## config.mk

```make
export PLATFORM = sky130hd
export DESIGN_NAME = interrupt_shadow_status_regs
export DESIGN_NICKNAME = d
export VERILOG_FILES = /design/src/core/irq_shadow_pkg.sv /design/src/core/interrupt_shadow_status_regs.sv
export SDC_FILE = /design/constraint.sdc
export NUM_CORES = 1
export LEC_CHECK = 0
export BUFFER_PORTS_ARGS = -buffer_cell sky130_fd_sc_hd__buf_2
export CAP_MARGIN = 20
export CORE_MARGIN = 1.5
export CORE_UTILIZATION = 59
export DETAILED_ROUTE_END_ITERATION = 8
export PLACE_DENSITY = 0.84
export SYNTH_ARGS = -nofsm -noshare
export SYNTH_HDL_FRONTEND = slang
export SYNTH_SLANG_ARGS = --single-unit
```

## constraint.sdc

```tcl
create_clock -name aclk -period 3.2 [get_ports aclk]
set_input_delay 0.16 -clock aclk [delete_from_list [all_inputs] [get_ports aclk]]
set_output_delay 0.16 -clock aclk [all_outputs]
set_load 0.02 [all_outputs]
```

## src/core/irq_shadow_pkg.sv

```systemverilog
package irq_shadow_pkg;

  // ----------------------------------------------------------------
  // Register byte offsets
  // ----------------------------------------------------------------
  localparam logic [3:0] CONTROL_OFS = 4'h0;
  localparam logic [3:0] SHADOW_OFS  = 4'h4;
  localparam logic [3:0] STATUS_OFS  = 4'h8;
  localparam logic [3:0] RELOAD_OFS  = 4'hC;

  // ----------------------------------------------------------------
  // Field positions and reset values
  // ----------------------------------------------------------------
  localparam int          MULTI_VEC_BIT = 12;
  localparam int          THRESHOLD_LSB = 8;
  localparam int          LEVEL_LSB     = 8;
  localparam int          NUM_EXT       = 3;
  localparam int          FIELD_W       = 4;
  localparam int          NUM_LEVELS    = 7;
  localparam int          SV_SHADOW_BIT = 0;
  localparam logic [31:0] CONTROL_MASK  = 32'h0000_1707;
  localparam logic [31:0] SHADOW_MASK   = 32'hFFFF_FFF1;
  localparam logic [31:0] RESET_VALUE   = 32'h0000_0000;
  localparam logic [3:0]  SHADOW_SET1   = 4'h1;

  localparam logic [1:0] RESP_OKAY   = 2'h0;
  localparam logic [1:0] RESP_SLVERR = 2'h2;

  // Interrupt event reported by the arbitration logic
  typedef struct packed {
    logic       valid;
    logic [2:0] level;
    logic [7:0] number;
  } irq_event_s;

endpackage

```

## src/core/interrupt_shadow_status_regs.sv

```systemverilog
// Operation
// Ext irq 2..0 edge polarity: 1 rising
// Seven 4-bit level shadow fields, 7 top
// Field 0001 shadow set 1, 0000 set 0
// Level fields ignored in single-vector mode
// Bit 0 gives single vector shadow set
// Status 10-8 hold latest presented level
// Status 7-0 hold last serviced number
// Software trusts level only in single-vector
// Unimplemented status and shadow bits read 0
// Proximity reload is 32-bit, resets zero
// Reload loads timer on each trigger
// Control bit 12 selects multi-vector mode
// Threshold N: levels N or lower start timer; here level 0 never does, and N=0 disables it
// Timer counts down to zero then stops
//
// Chosen here: the address map and the AXI4-Lite slave port.
module interrupt_shadow_status_regs #(
  parameter int TIMER_W = 32                    // Proximity timer width
) (
  input  wire logic                     aclk,          // System clock
  input  wire logic                     aresetn,       // Sync reset, low
  input  wire logic [3:0]               s_axi_awaddr,  // Write address
  input  wire logic                     s_axi_awvalid, // Write addr valid
  output logic                          s_axi_awready, // Write addr ready
  input  wire logic [31:0]              s_axi_wdata,   // Write data
  input  wire logic [3:0]               s_axi_wstrb,   // Byte enables
  input  wire logic                     s_axi_wvalid,  // Write data valid
  output logic                          s_axi_wready,  // Write data ready
  output logic [1:0]                    s_axi_bresp,   // Write response
  output logic                          s_axi_bvalid,  // Response valid
  input  wire logic                     s_axi_bready,  // Response ready
  input  wire logic [3:0]               s_axi_araddr,  // Read address
  input  wire logic                     s_axi_arvalid, // Read addr valid
  output logic                          s_axi_arready, // Read addr ready
  output logic [31:0]                   s_axi_rdata,   // Read data
  output logic [1:0]                    s_axi_rresp,   // Read response
  output logic                          s_axi_rvalid,  // Read data valid
  input  wire logic                     s_axi_rready,  // Read data ready
  input  wire irq_shadow_pkg::irq_event_s presented,   // Irq sent to CPU
  input  wire irq_shadow_pkg::irq_event_s serviced,    // Irq CPU serviced
  output logic [2:0]                    ext_irq_rising,  // Edge per input
  output logic                          multi_vector_select, // Vector mode
  output logic                          shadow_set_sel,  // Set for presented
  output logic                          prox_active,     // Timer running
  output logic [TIMER_W-1:0]            prox_count       // Timer value
);

  // ----------------------------------------------------------------
  // Parameter checks
  // ----------------------------------------------------------------
  // The timer reloads from one bus word, so it can be no wider than that
  if (TIMER_W < 1 || TIMER_W > 32) begin : g_bad_timer_w
    $error("TIMER_W must be 1 to 32");
  end

  // The level decode below has one shadow field per level 7 down to 1
  if (irq_shadow_pkg::NUM_LEVELS != 7
      || irq_shadow_pkg::FIELD_W != 4) begin : g_bad_fields
    $error("Shadow select layout must be seven 4-bit fields");
  end

  // Edge-select outputs are a slice of the low control byte
  if (irq_shadow_pkg::NUM_EXT != 3) begin : g_bad_ext
    $error("Three external edge selects are wired to the outputs");
  end

  logic [31:0]        irq_control_reg_r;
  logic [31:0]        level_shadow_select_reg_r;
  logic [2:0]         latest_presented_level_r;
  logic [7:0]         last_serviced_irq_number_r;
  logic [31:0]        proximity_reload_reg_r;
  logic [TIMER_W-1:0] prox_count_r;
  logic               aw_held_r;
  logic               w_held_r;
  logic [3:0]         awaddr_r;
  logic [31:0]        wdata_r;
  logic [3:0]         wstrb_r;
  logic               do_write;
  logic [2:0]         proximity_threshold;
  logic               prox_trigger;
  logic               wr_control;
  logic               wr_shadow;
  logic               wr_reload;
  logic               wr_error;
  logic [31:0]        status_word;
  logic [31:0]        read_word;
  logic [7:1]         level_uses_set1;
  logic               single_vector_set;
  logic               timer_enabled;
  logic               level_in_window;

  // ----------------------------------------------------------------
  // Helpers
  // ----------------------------------------------------------------
  function automatic logic [31:0] merge(input logic [31:0] old,
                                        input logic [31:0] data,
                                        input logic [3:0]  strb,
                                        input logic [31:0] mask);
    logic [31:0] res;
    res = old;
    for (int i = 0; i < 4; i++) begin
      if (strb[i]) begin
        res[i*8 +: 8] = data[i*8 +: 8];
      end
    end
    // Masking after the merge keeps unimplemented bits at 0
    return res & mask;
  endfunction

  function automatic logic mapped(input logic [3:0] addr);
    return addr == irq_shadow_pkg::CONTROL_OFS
        || addr == irq_shadow_pkg::SHADOW_OFS
        || addr == irq_shadow_pkg::STATUS_OFS
        || addr == irq_shadow_pkg::RELOAD_OFS;
  endfunction

  // One level's shadow field: level 1 in bits 7:4, level 7 at the top
  function automatic logic [3:0] level_field(input logic [31:0] sel,
                                             input logic [2:0]  level);
    return sel[level * irq_shadow_pkg::FIELD_W +: irq_shadow_pkg::FIELD_W];
  endfunction

  // ----------------------------------------------------------------
  // AXI4-Lite write path
  // ----------------------------------------------------------------
  // Address and data are latched independently, so either may come first
  assign s_axi_awready = !aw_held_r && !s_axi_bvalid;
  assign s_axi_wready  = !w_held_r && !s_axi_bvalid;
  assign do_write      = aw_held_r && w_held_r && !s_axi_bvalid;

  // ----------------------------------------------------------------
  // Write decode
  // ----------------------------------------------------------------
  assign wr_control = do_write && awaddr_r == irq_shadow_pkg::CONTROL_OFS;
  assign wr_shadow  = do_write && awaddr_r == irq_shadow_pkg::SHADOW_OFS;
  assign wr_reload  = do_write && awaddr_r == irq_shadow_pkg::RELOAD_OFS;
  // Status is read-only, so a write to it is refused like a hole
  assign wr_error   = !mapped(awaddr_r)
                      || awaddr_r == irq_shadow_pkg::STATUS_OFS;

  always_ff @(posedge aclk) begin
    if (!aresetn) begin
      aw_held_r <= 1'b0;
      awaddr_r  <= 4'h0;
    end else if (s_axi_awvalid && s_axi_awready) begin
      aw_held_r <= 1'b1;
      awaddr_r  <= s_axi_awaddr;
    end else if (do_write) begin
      aw_held_r <= 1'b0;
    end
  end

  always_ff @(posedge aclk) begin
    if (!aresetn) begin
      w_held_r <= 1'b0;
      wdata_r  <= 32'h0000_0000;
      wstrb_r  <= 4'h0;
    end else if (s_axi_wvalid && s_axi_wready) begin
      w_held_r <= 1'b1;
      wdata_r  <= s_axi_wdata;
      wstrb_r  <= s_axi_wstrb;
    end else if (do_write) begin
      w_held_r <= 1'b0;
    end
  end

  always_ff @(posedge aclk) begin
    if (!aresetn) begin
      s_axi_bvalid <= 1'b0;
    end else if (do_write) begin
      s_axi_bvalid <= 1'b1;
    end else if (s_axi_bready) begin
      s_axi_bvalid <= 1'b0;
    end
  end

  // The code is only looked at while bvalid stands, and do_write cannot
  // recur before the response is taken, so it needs no hold term
  always_ff @(posedge aclk) begin
    if (!aresetn) begin
      s_axi_bresp <= irq_shadow_pkg::RESP_OKAY;
    end else if (do_write) begin
      s_axi_bresp <= wr_error ? irq_shadow_pkg::RESP_SLVERR
                              : irq_shadow_pkg::RESP_OKAY;
    end
  end

  // ----------------------------------------------------------------
  // Software registers
  // ----------------------------------------------------------------
  always_ff @(posedge aclk) begin
    if (!aresetn) begin
      irq_control_reg_r <= irq_shadow_pkg::RESET_VALUE;
    end else if (wr_control) begin
      irq_control_reg_r <= merge(irq_control_reg_r, wdata_r, wstrb_r,
                                 irq_shadow_pkg::CONTROL_MASK);
    end
  end

  always_ff @(posedge aclk) begin
    if (!aresetn) begin
      level_shadow_select_reg_r <= irq_shadow_pkg::RESET_VALUE;
    end else if (wr_shadow) begin
      level_shadow_select_reg_r <= merge(level_shadow_select_reg_r,
                                         wdata_r, wstrb_r,
                                         irq_shadow_pkg::SHADOW_MASK);
    end
  end

  always_ff @(posedge aclk) begin
    if (!aresetn) begin
      proximity_reload_reg_r <= irq_shadow_pkg::RESET_VALUE;
    end else if (wr_reload) begin
      proximity_reload_reg_r <= merge(proximity_reload_reg_r, wdata_r,
                                      wstrb_r, 32'hFFFF_FFFF);
    end
  end

  // ----------------------------------------------------------------
  // Hardware status
  // ----------------------------------------------------------------
  always_ff @(posedge aclk) begin
    if (!aresetn) begin
      latest_presented_level_r <= 3'h0;
    end else if (presented.valid) begin
      // Kept in multi-vector mode too; software decides when it applies
      latest_presented_level_r <= presented.level;
    end
  end

  always_ff @(posedge aclk) begin
    if (!aresetn) begin
      last_serviced_irq_number_r <= 8'h00;
    end else if (serviced.valid) begin
      // Only the number is kept; a serviced irq's level is not reported
      last_serviced_irq_number_r <= serviced.number;
    end
  end

  // ----------------------------------------------------------------
  // AXI4-Lite read path
  // ----------------------------------------------------------------
  // Next read is refused until this one is taken
  assign s_axi_arready = !s_axi_rvalid;

  // ----------------------------------------------------------------
  // Read decode
  // ----------------------------------------------------------------
  assign status_word = {21'h00_0000,
                        latest_presented_level_r,
                        last_serviced_irq_number_r};

  always_comb begin
    unique case (s_axi_araddr)
      irq_shadow_pkg::CONTROL_OFS: read_word = irq_control_reg_r;
      irq_shadow_pkg::SHADOW_OFS:  read_word = level_shadow_select_reg_r;
      irq_shadow_pkg::STATUS_OFS:  read_word = status_word;
      irq_shadow_pkg::RELOAD_OFS:  read_word = proximity_reload_reg_r;
      default:                     read_word = 32'h0000_0000;
    endcase
  end

  always_ff @(posedge aclk) begin
    if (!aresetn) begin
      s_axi_rvalid <= 1'b0;
    end else if (s_axi_arvalid && s_axi_arready) begin
      s_axi_rvalid <= 1'b1;
    end else if (s_axi_rready) begin
      s_axi_rvalid <= 1'b0;
    end
  end

  // Data and code are captured with the address, so rdata stands as long
  // as rvalid does even if the master changes araddr meanwhile
  always_ff @(posedge aclk) begin
    if (!aresetn) begin
      s_axi_rdata <= 32'h0000_0000;
      s_axi_rresp <= irq_shadow_pkg::RESP_OKAY;
    end else if (s_axi_arvalid && s_axi_arready) begin
      s_axi_rdata <= read_word;
      s_axi_rresp <= mapped(s_axi_araddr) ? irq_shadow_pkg::RESP_OKAY
                                          : irq_shadow_pkg::RESP_SLVERR;
    end
  end

  // ----------------------------------------------------------------
  // Control decode
  // ----------------------------------------------------------------
  assign ext_irq_rising =
    irq_control_reg_r[irq_shadow_pkg::NUM_EXT-1:0];
  assign multi_vector_select =
    irq_control_reg_r[irq_shadow_pkg::MULTI_VEC_BIT];
  assign proximity_threshold =
    irq_control_reg_r[irq_shadow_pkg::THRESHOLD_LSB +: 3];

  // ----------------------------------------------------------------
  // Shadow set decode
  // ----------------------------------------------------------------
  // Reserved field codes fall back to set 0 rather than undefined state
  for (genvar l = 1; l <= irq_shadow_pkg::NUM_LEVELS; l++) begin : g_level
    assign level_uses_set1[l] =
      level_field(level_shadow_select_reg_r, 3'(l))
      == irq_shadow_pkg::SHADOW_SET1;
  end

  assign single_vector_set =
    level_shadow_select_reg_r[irq_shadow_pkg::SV_SHADOW_BIT];

  // Level 0 has no field of its own and runs on set 0 in multi-vector mode
  always_comb begin
    if (!multi_vector_select) begin
      shadow_set_sel = single_vector_set;
    end else if (presented.level == 3'h0) begin
      shadow_set_sel = 1'b0;
    end else begin
      shadow_set_sel = level_uses_set1[presented.level];
    end
  end

  // ----------------------------------------------------------------
  // Proximity timer
  // ----------------------------------------------------------------
  assign timer_enabled   = proximity_threshold != 3'h0;
  assign level_in_window = presented.level != 3'h0
                           && presented.level <= proximity_threshold;
  assign prox_trigger    = presented.valid && timer_enabled
                           && level_in_window;

  // A new trigger reloads even mid-count, so a burst stretches the window
  always_ff @(posedge aclk) begin
    if (!aresetn) begin
      prox_count_r <= '0;
    end else if (prox_trigger) begin
      prox_count_r <= proximity_reload_reg_r[TIMER_W-1:0];
    end else if (prox_count_r != '0) begin
      prox_count_r <= prox_count_r - 1'b1;
    end
  end

  // ----------------------------------------------------------------
  // Timer outputs
  // ----------------------------------------------------------------
  assign prox_count  = prox_count_r;
  assign prox_active = prox_count_r != '0;

endmodule

```

-- After elaboration in Yosys (flattened, before gate mapping)
Cells that the tools add are included.
W data, S select, Z words.
- register bits after elaboration: 191
- input bits: 75
- output and inout port bits: 79
- word-level logic and storage cells: 101
- eq/ne operators: 13
- multiplexer cells: 16
- reduce and logical (&&, ||, !) cells: 46
- magnitude comparators: 2
- add/subtract/negate cells: 1
- operators by type and width (operator ; number):
    $pmux W32 S4 ; 1
    $mux W32 ; 2
    $reduce_bool A32 Y1 ; 1
    $sub A32 B1 Y32 const B ; 1
    $eq A4 B1 Y1 const B ; 7
    $reduce_and A2 Y1 ; 10
    $eq A4 B4 Y1 const B ; 4
    $logic_and A1 B1 Y1 ; 13
    $mux W1 ; 10
    $reduce_bool A2 Y1 ; 5
    $eq A4 B3 Y1 const B ; 2
    $logic_not A4 Y1 ; 2
    $logic_or A1 B1 Y1 ; 7
    $reduce_bool A3 Y1 ; 2
    $logic_not A1 Y1 ; 5
    $lt A3 B4 Y1 const B ; 1
    $mux W2 ; 2
    $bmux W1 S3 ; 1
    $le A3 B3 Y1 ; 1
    $logic_not A3 Y1 ; 1

-- Depth between registers and ports, before layout
Gate-level depths: netlist of the first run.
- word-level depth: 7
- depth in mapped cells: 9
- mapped depth without buffers: 7

-- Worst setup path before layout of the first run
OpenSTA, ideal clock, no wires.
- path type: register to register
- start: reg prox_count_r[22], in the netlist prox_count[22]
- end: reg prox_count_r[29], in the netlist prox_count[29]
- clock period less this slack: 2150 ps
- stages on the path, launching flop included: 6
- required time: 3083 ps
- data arrival time: 2034 ps
- library setup time: 117 ps
- buffers on the path: 0
- setup slack: 1050 ps
- cell sequence: dfxtp_1 > or4_4 > or3_1 > or4_4 > xor2_1 > o2bb2ai_2
- longest elaborated chain between the ends: 3
- elaborated cells between the ends (all ways): 5
- classes of those cells: add/sub: 1; mux: 2; reduce/logical: 2
- RTL lines (item ; line ; source):
    start: declaration ; interrupt_shadow_status_regs.sv:73 ; logic [TIMER_W-1:0] prox_count_r;
    start signal: assignment ; interrupt_shadow_status_regs.sv:335 ; prox_count_r <= proximity_reload_reg_r[TIMER_W-1:0];
    start signal: assignment ; interrupt_shadow_status_regs.sv:337 ; prox_count_r <= prox_count_r - 1'b1;
    $sub A32 B1 Y32 ; interrupt_shadow_status_regs.sv:337 ;
    $mux W32 ; interrupt_shadow_status_regs.sv:336 ; end else if (prox_count_r != '0) begin
    $mux W32 ; interrupt_shadow_status_regs.sv:334 ; end else if (prox_trigger) begin
Several ways; a longest one is shown, not always the timed one. The select of a mux whose other input is x is not followed.
A chain may end at the register's enable or synchronous reset.

-- Worst setup path in the final report of the first run
- start: reg prox_count_r[9], in the netlist prox_count[9]
- end: reg prox_count_r[29], in the netlist prox_count[29]
The elaborated chain is that of the path after synthesis.

==> key figures, run 1 <==
Outcome
  – Status: complete, no violations

Detailed routing
  – Initial drt markers: 1204
  – Pre-Repair DR Iteration Count: 6
  – Routed WL per cell: 16.5 um
  – Vias per inst: 5.84
  – Vias: 7601
  – DRT Wirelength: 21500 um
  – Remaining DRCs: 0
  – Final ANT Viol Nets: 0

Placement
  – IO buf count: 140
  – DP HPWL: 14100 um
  – Routability cong.: 0.864

Timing
  – Post-route clock skew: 13.5 ps
  – Setup violators final: 0
  – Setup TNS: 0 ps
  – Minimum hold slack: 58.6 ps
  – Final min period: 2340 ps
  – Endpoints failing hold: 0
  – FMAX: 0.427 GHz
  – RSZ-0062 raised after global routing: no
  – Worst-margin pin slew: 870 ps
  – Slew headroom: 41.5%
  – Period utilization: 73.2%
  – Fin. max-slew vios: 0

Global routing
  – First-pass GRT wire length: 34600 um
  – GRT overflow: 0
  – Vias in the first global route: 6880
  – Gr usage total: 30.3%
  – Largest net degree at the start of global routing: 75
  – Initial antenna violation count: 0

Power
  – Max VDD drop: 390 uV
  – Pleak: 3.77 nW
  – PD cells: 673 nW/um^2
  – Total chip power: 0.00663 W

Hold path
  – Hold/Removal Path Class: in -> reg

Logic synthesis
  – Synth Register Bits: 189
  – Number of synthesized flops with an enable pin: 0
  – Synth Area in Simple Gates: 24.2%
  – Post-synth top area cell: dfxtp_1
  – Syn Inst Count: 955
  – Seq/Total Area, Yosys: 47.8%
  – Main combinational cell family by area after synthesis: simple AND/OR/NAND/NOR gates
  – Mapped cell area: 7910 um^2
  – Most frequent cells after synthesis: dfxtp_1, nand2_1, a21oi_1, nand3_1, clkbuf_1
  – Post-synth ARST share: 0%
  – Cell variety after synth: 53
  – Yosys warning count: 0
  – Adder-Cell Fraction of Synth Area: 0.633%
  – Multiplexer share of the synthesized area: 2.06%
  – Yosys top cell area share: 47.8%
  – Synth Area in XOR/XNOR: 2.88%
  – Synthesized area per cell: 8.28 um^2
  – Synth Area in Compound Gates: 18.2%
  – Top_reg_cell synth: dfxtp_1
  – Synth top area cells: dfxtp_1, nand2_1, a21oi_1

Clock network
  – Clk slew on worst S/H paths: 70 ps
  – Max H-tree Level: 4
  – Sink Count: 189
  – Root buffer cell: clkbuf_16
  – CTS Buf Count: 17
  – Worst-case clock buffer depth: 2
  – Skew-Pair Late Insertion Delay: 440 ps
  – CTS tree: yes
  – Post-CTS Setup Inserts: 0

Setup path
  – CP Cell Sequence: nor4_1 -> nand4_1 -> or4_4 -> xor2_1 -> o2bb2ai_2
  – Crit path max-delay family: simple AND/OR/NAND/NOR gates
  – Slowest CP cell: nor4_1
  – Largest fanout on the critical path: 8
  – CP peak stage delay: 610 ps
  – Critical Path Start Type: register
  – Req. time, crit path: 3520 ps
  – CP Class: reg -> reg
  – Worst EP arrival: 2660 ps
  – Nature of the critical path endpoint: register
  – Reg2Reg Setup Slack: 860 ps
  – Crit path buf inv count: 0

Floorplanning
  – Ports: 154
  – Die height: 119 um
  – Die area: 14100 um^2
  – Area of the core: 13100 um^2
  – Initial core utilization: 60.2%
  – FP Rows: 42
  – Die Wd: 119 um

Layout
  – Nets@finish: 1191
  – Fillers: 992
  – Area grow syn2layout: 24.4%
  – N_diodes: 0
  – Fraction of layout cells with a size suffix above 1: 18.3%

Flow run
  – Max cap viols: 0
## placed cells by master (no fill, tap or decap), types with 3 or more instances in the layout
cell type	instances
dfxtp_1	189
a22oi_1	28
buf_2	140
a21oi_1	126
nor4_1	12
nand3b_1	3
a211oi_1	3
clkinv_2	4
xnor2_1	13
buf_4	18
ha_1	4
o21ai_0	24
xor2_1	13
nor4b_1	7
nand2_1	189
or4_1	3
dlygate4sd3_1	51
clkbuf_16	17
inv_1	8
nor2_1	40
mux2i_1	14
and2_1	24
o211ai_1	3
or4_4	3
clkbuf_8	6
a2bb2oi_1	9
nand4_1	3
a21o_1	3
or3_1	3
a22o_1	8
nand2b_1	6
o2bb2ai_1	22
nand3_1	87
nor3_1	9
## routing by layer
layer  part of all wire (%)  wire length, um  vias up  global-route usage (%)
li1                       -                -     3660                       -
met1                     45             9750     3500                    43.3
met2                     44             9420      393                    46.3
met3                    8.5             1830       48                    5.55
met4                    2.4              523        0                    10.4
met5                      0                0        -                       0
## state kept, by name, indices dropped and copies added (netlist names)
name and cells:
aw_held_r 1, awaddr_r 4, irq_control_reg_r 7, last_serviced_irq_number_r 8
latest_presented_level_r 3, level_shadow_select_reg_r 29, prox_count 32, proximity_reload_reg_r 32
s_axi_bresp 1, s_axi_bvalid 1, s_axi_rdata 32, s_axi_rresp 1
s_axi_rvalid 1, w_held_r 1, wdata_r 32, wstrb_r 4
## tightest hold or removal path, stage by stage
cell and delay [ps]:
buf_2 140, mux2i_1 80, nor2_1 80
## report_power, final
group	internal, W	leakage (nW)	switching (W)
combinational	0.000695	1.93	0.00101
sequential	0.00253	1.54	0.000236
clock	0.00127	0.305	0.000882
total	0.00450	3.77	0.00212
## through the flow
| step | instance area (um^2) | util, % | setup WS, ps | instances |
|---|---|---|---|---|
| 3_5_place_dp | 8720 | 66.4 | 928 | 1218 |
| 6_report | 9840 | 74.9 | 859 | 1301 |
| 2_1_floorplan | 7920 | - | 1050 | 956 |
| 3_3_place_gp | 8720 | 66.4 | 1010 | 1218 |
| 5_1_grt | 9840 | 74.9 | 735 | 1301 |
| 4_1_cts | 9840 | 74.9 | 897 | 1301 |
## kinds of logic (layout without fill, tap and decap cells)
| kind of cell | after synthesis | after routing |
|---|---|---|
| xor+xnor | 26 | 26 |
| compound gates | 234 | 234 |
| buf+inv | 81 | 250 |
| simple gates | 405 | 405 |
| flops | 189 | 189 |
| other cells | 1 | 2 |
| fa+ha+maj | 4 | 4 |
| mux | 15 | 15 |
## path summary, 6_finish.rpt
path,startpoint,to,depth (start not counted)
worst min-delay path,presented[11],latest_presented_level_r[2],3
worst min register to register,wdata_r[3],wdata_r[3],2
worst max-delay path,prox_count[9],prox_count[29],5
worst max register to register,prox_count[9],prox_count[29],5
## cell type report
class	count	area, um^2	share of cell area (%)
Sequential cell	189	3780	38.4
Clock buffer	23	508	5.16
Clock inverter	9	105	1.07
Timing Repair Buffer	209	1350	13.7
Multi-Input combinational cell	686	3840	39.0
Inverter	9	36.3	0.369
Tap cell	176	220	2.24
## what timing repair did
item | 4_1_cts | 5_1_grt
hold endpoints to repair | 50 | 0
hold buffers | 51 | 0
gates resized for setup | 0 | 0
(Power assumes the default switching activity.)
==> run 2, diff against run 1 <==
CORE_UTILIZATION = 50   (was 59)
PLACE_DENSITY = 0.76   (was 0.84)
clock period = 1.9 ns   (was 3.2 ns; I/O delays follow)
==> run 2 against run 1 <==
The flow now finishes with violations (negative setup slack); final cell count increased by 7.8%; cell area increased by 12%; flip-flop and latch count unchanged; clock power increased by 61%; global-route usage decreased by 2.4 points; critical path type is now reg -> out; largest power group is now combinational cells; highest routed layer unchanged.
==> key figures, run 2 (synthesized netlist as in run 1, its figures left out) <==
Outcome
  – Status: finished with violations
  – Failing checks: negative setup slack

Power
  – Clock Power Share: 26.3%
  – Max VDD drop: 722 uV
  – Internal power: 0.00859 W
  – Switching share of total power: 35.0%
  – Sequential power share: 34.8%
  – Pleak: 4.31 nW
  – Sw power: 0.00462 W
  – PD cells: 1190 nW/um^2
  – Logic pwr share: 38.9%

Setup path
  – Reg2Reg Setup Slack: -290 ps
  – Worst EP arrival: 2150 ps
  – Critical Path Start Type: register
  – Req. time, crit path: 1800 ps
  – Slowest CP cell: or4_1
  – CP Cell Sequence: or4_1 -> nor4_2 -> nand4_1 -> buf_6
  – Crit path max-delay family: simple AND/OR/NAND/NOR gates
  – Largest fanout on the critical path: 6
  – Crit path buf inv count: 1
  – CP peak stage delay: 620 ps
  – Nature of the critical path endpoint: primary output
  – CP Class: reg -> out

Detailed routing
  – DRT Wirelength: 24500 um
  – Final ANT Viol Nets: 0
  – Remaining DRCs: 0
  – Vias: 7925
  – Initial drt markers: 850
  – Routed WL per cell: 17.5 um
  – Pre-Repair DR Iteration Count: 8
  – Vias per inst: 5.65

Floorplanning
  – Die Wd: 129 um
  – Area of the core: 15300 um^2
  – Die height: 129 um
  – Initial core utilization: 51.7%
  – Die area: 16600 um^2
  – FP Rows: 45
  – Ports: 154

Timing
  – Minimum hold slack: 34.2 ps
  – Period utilization: 118%
  – Slew headroom: 60.6%
  – Post-route clock skew: 10.6 ps
  – Setup TNS: -3990 ps
  – RSZ-0062 raised after global routing: yes
  – FMAX: 0.445 GHz
  – Fin. max-slew vios: 0
  – Worst-margin pin slew: 589 ps
  – Setup violators final: 31
  – Final min period: 2250 ps
  – Fin worst setup slack: -346 ps
  – Endpoints failing hold: 0

Global routing
  – Vias in the first global route: 7125
  – Initial antenna violation count: 0
  – Gr usage total: 27.9%
  – GRT overflow: 0
  – First-pass GRT wire length: 36300 um
  – Largest net degree at the start of global routing: 63

Clock network
  – Worst-case clock buffer depth: 2
  – Max H-tree Level: 4
  – Skew-Pair Late Insertion Delay: 440 ps
  – CTS Buf Count: 17
  – Sink Count: 189
  – Root buffer cell: clkbuf_16
  – CTS tree: yes
  – Clk slew on worst S/H paths: 70 ps

Layout
  – Final core occ: 72.3%
  – Commonest non-fill, non-tap cell in the layout: nand2_1
  – Area grow syn2layout: 39.9%
  – Final Instance Area: 11100 um^2
  – Fillers: 1127
  – N_diodes: 0
  – Sequential cell area: 3810 um^2
  – Commonest non-fill, non-tap cells in the layout: nand2_1, dfxtp_1, buf_2, a21oi_1, nand3_1
  – Nets@finish: 1258
  – Area occupied by multi-input gates: 4340 um^2
  – Fraction of layout cells with a size suffix above 1: 30.1%

Hold path
  – Hold/Removal Path Class: in -> reg

Placement
  – Cell Area, Placed: 9230 um^2
  – Routability cong.: 0.889
  – IO buf count: 140
  – DP HPWL: 15200 um

Flow run
  – Max cap viols: 0
run 2: per-stage QoR:
stage	total power [W]	std cells	setup slack [ps]
after detailed placement	0.00800	1301	-165
after global placement	0.00794	1301	-140
after floorplan	0.00668	956	-197
final	0.0132	1403	-346
after global routing	0.0137	1403	-382
after CTS	0.0120	1395	-225
run 2: worst reg2reg max path: cells and delay by family, from the launching register on:
family | cells | cell delay, ps
simple gates | 3 | 1530
flops | 1 | 320
xor+xnor | 1 | 170
compound gates | 1 | 110
run 2: path summary, 6_finish.rpt:
kind	startpoint	cells past startpoint	endpoint
setup reg to reg	prox_count[4]	5	prox_count[29]
setup / recovery	prox_count[16]	4	prox_active
hold reg to reg	s_axi_rdata[8]	2	s_axi_rdata[8]
hold / removal	presented[10]	3	latest_presented_level_r[2]
run 2: layout make-up:
class	count	share of cell area, %
multi-input cells	686	39.2
well taps	211	2.39
inverters	9	0.328
repair buffers	276	18.4
clock inverters	10	0.791
clock buffers	22	4.38
flip-flops and latches	189	34.5
run 2: repair_timing:
| item | in CTS | in global routing |
|---|---|---|
| cloned | 1 | 3 |
| resized for setup | 45 | 71 |
| endpoints found under the hold margin | 53 | 0 |
| setup endpoints to repair | 25 | 34 |
| hold buffers | 52 | 0 |
| pin swaps | 9 | 35 |
| buffers inserted | 10 | 8 |
run 2: per-layer routing:
layer  vias to the layer above  share of wire (%)  GRT usage, %
met4                         0                2.8          10.2
met1                      3712                 46          40.6
met2                       366                 44          41.4
li1                       3792                  -             -
met3                        55                7.3          5.16
met5                         -                  0             0
run 2: power groups by stage:
stage	logic, W	clock network (W)	registers [W]
finish	0.00514	0.00347	0.00460
CTS	0.00401	0.00349	0.00453
global route	0.00538	0.00367	0.00462
detailed placement	0.00339	0	0.00461
floorplan	0.00177	0	0.00491
global placement	0.00335	0	0.00459
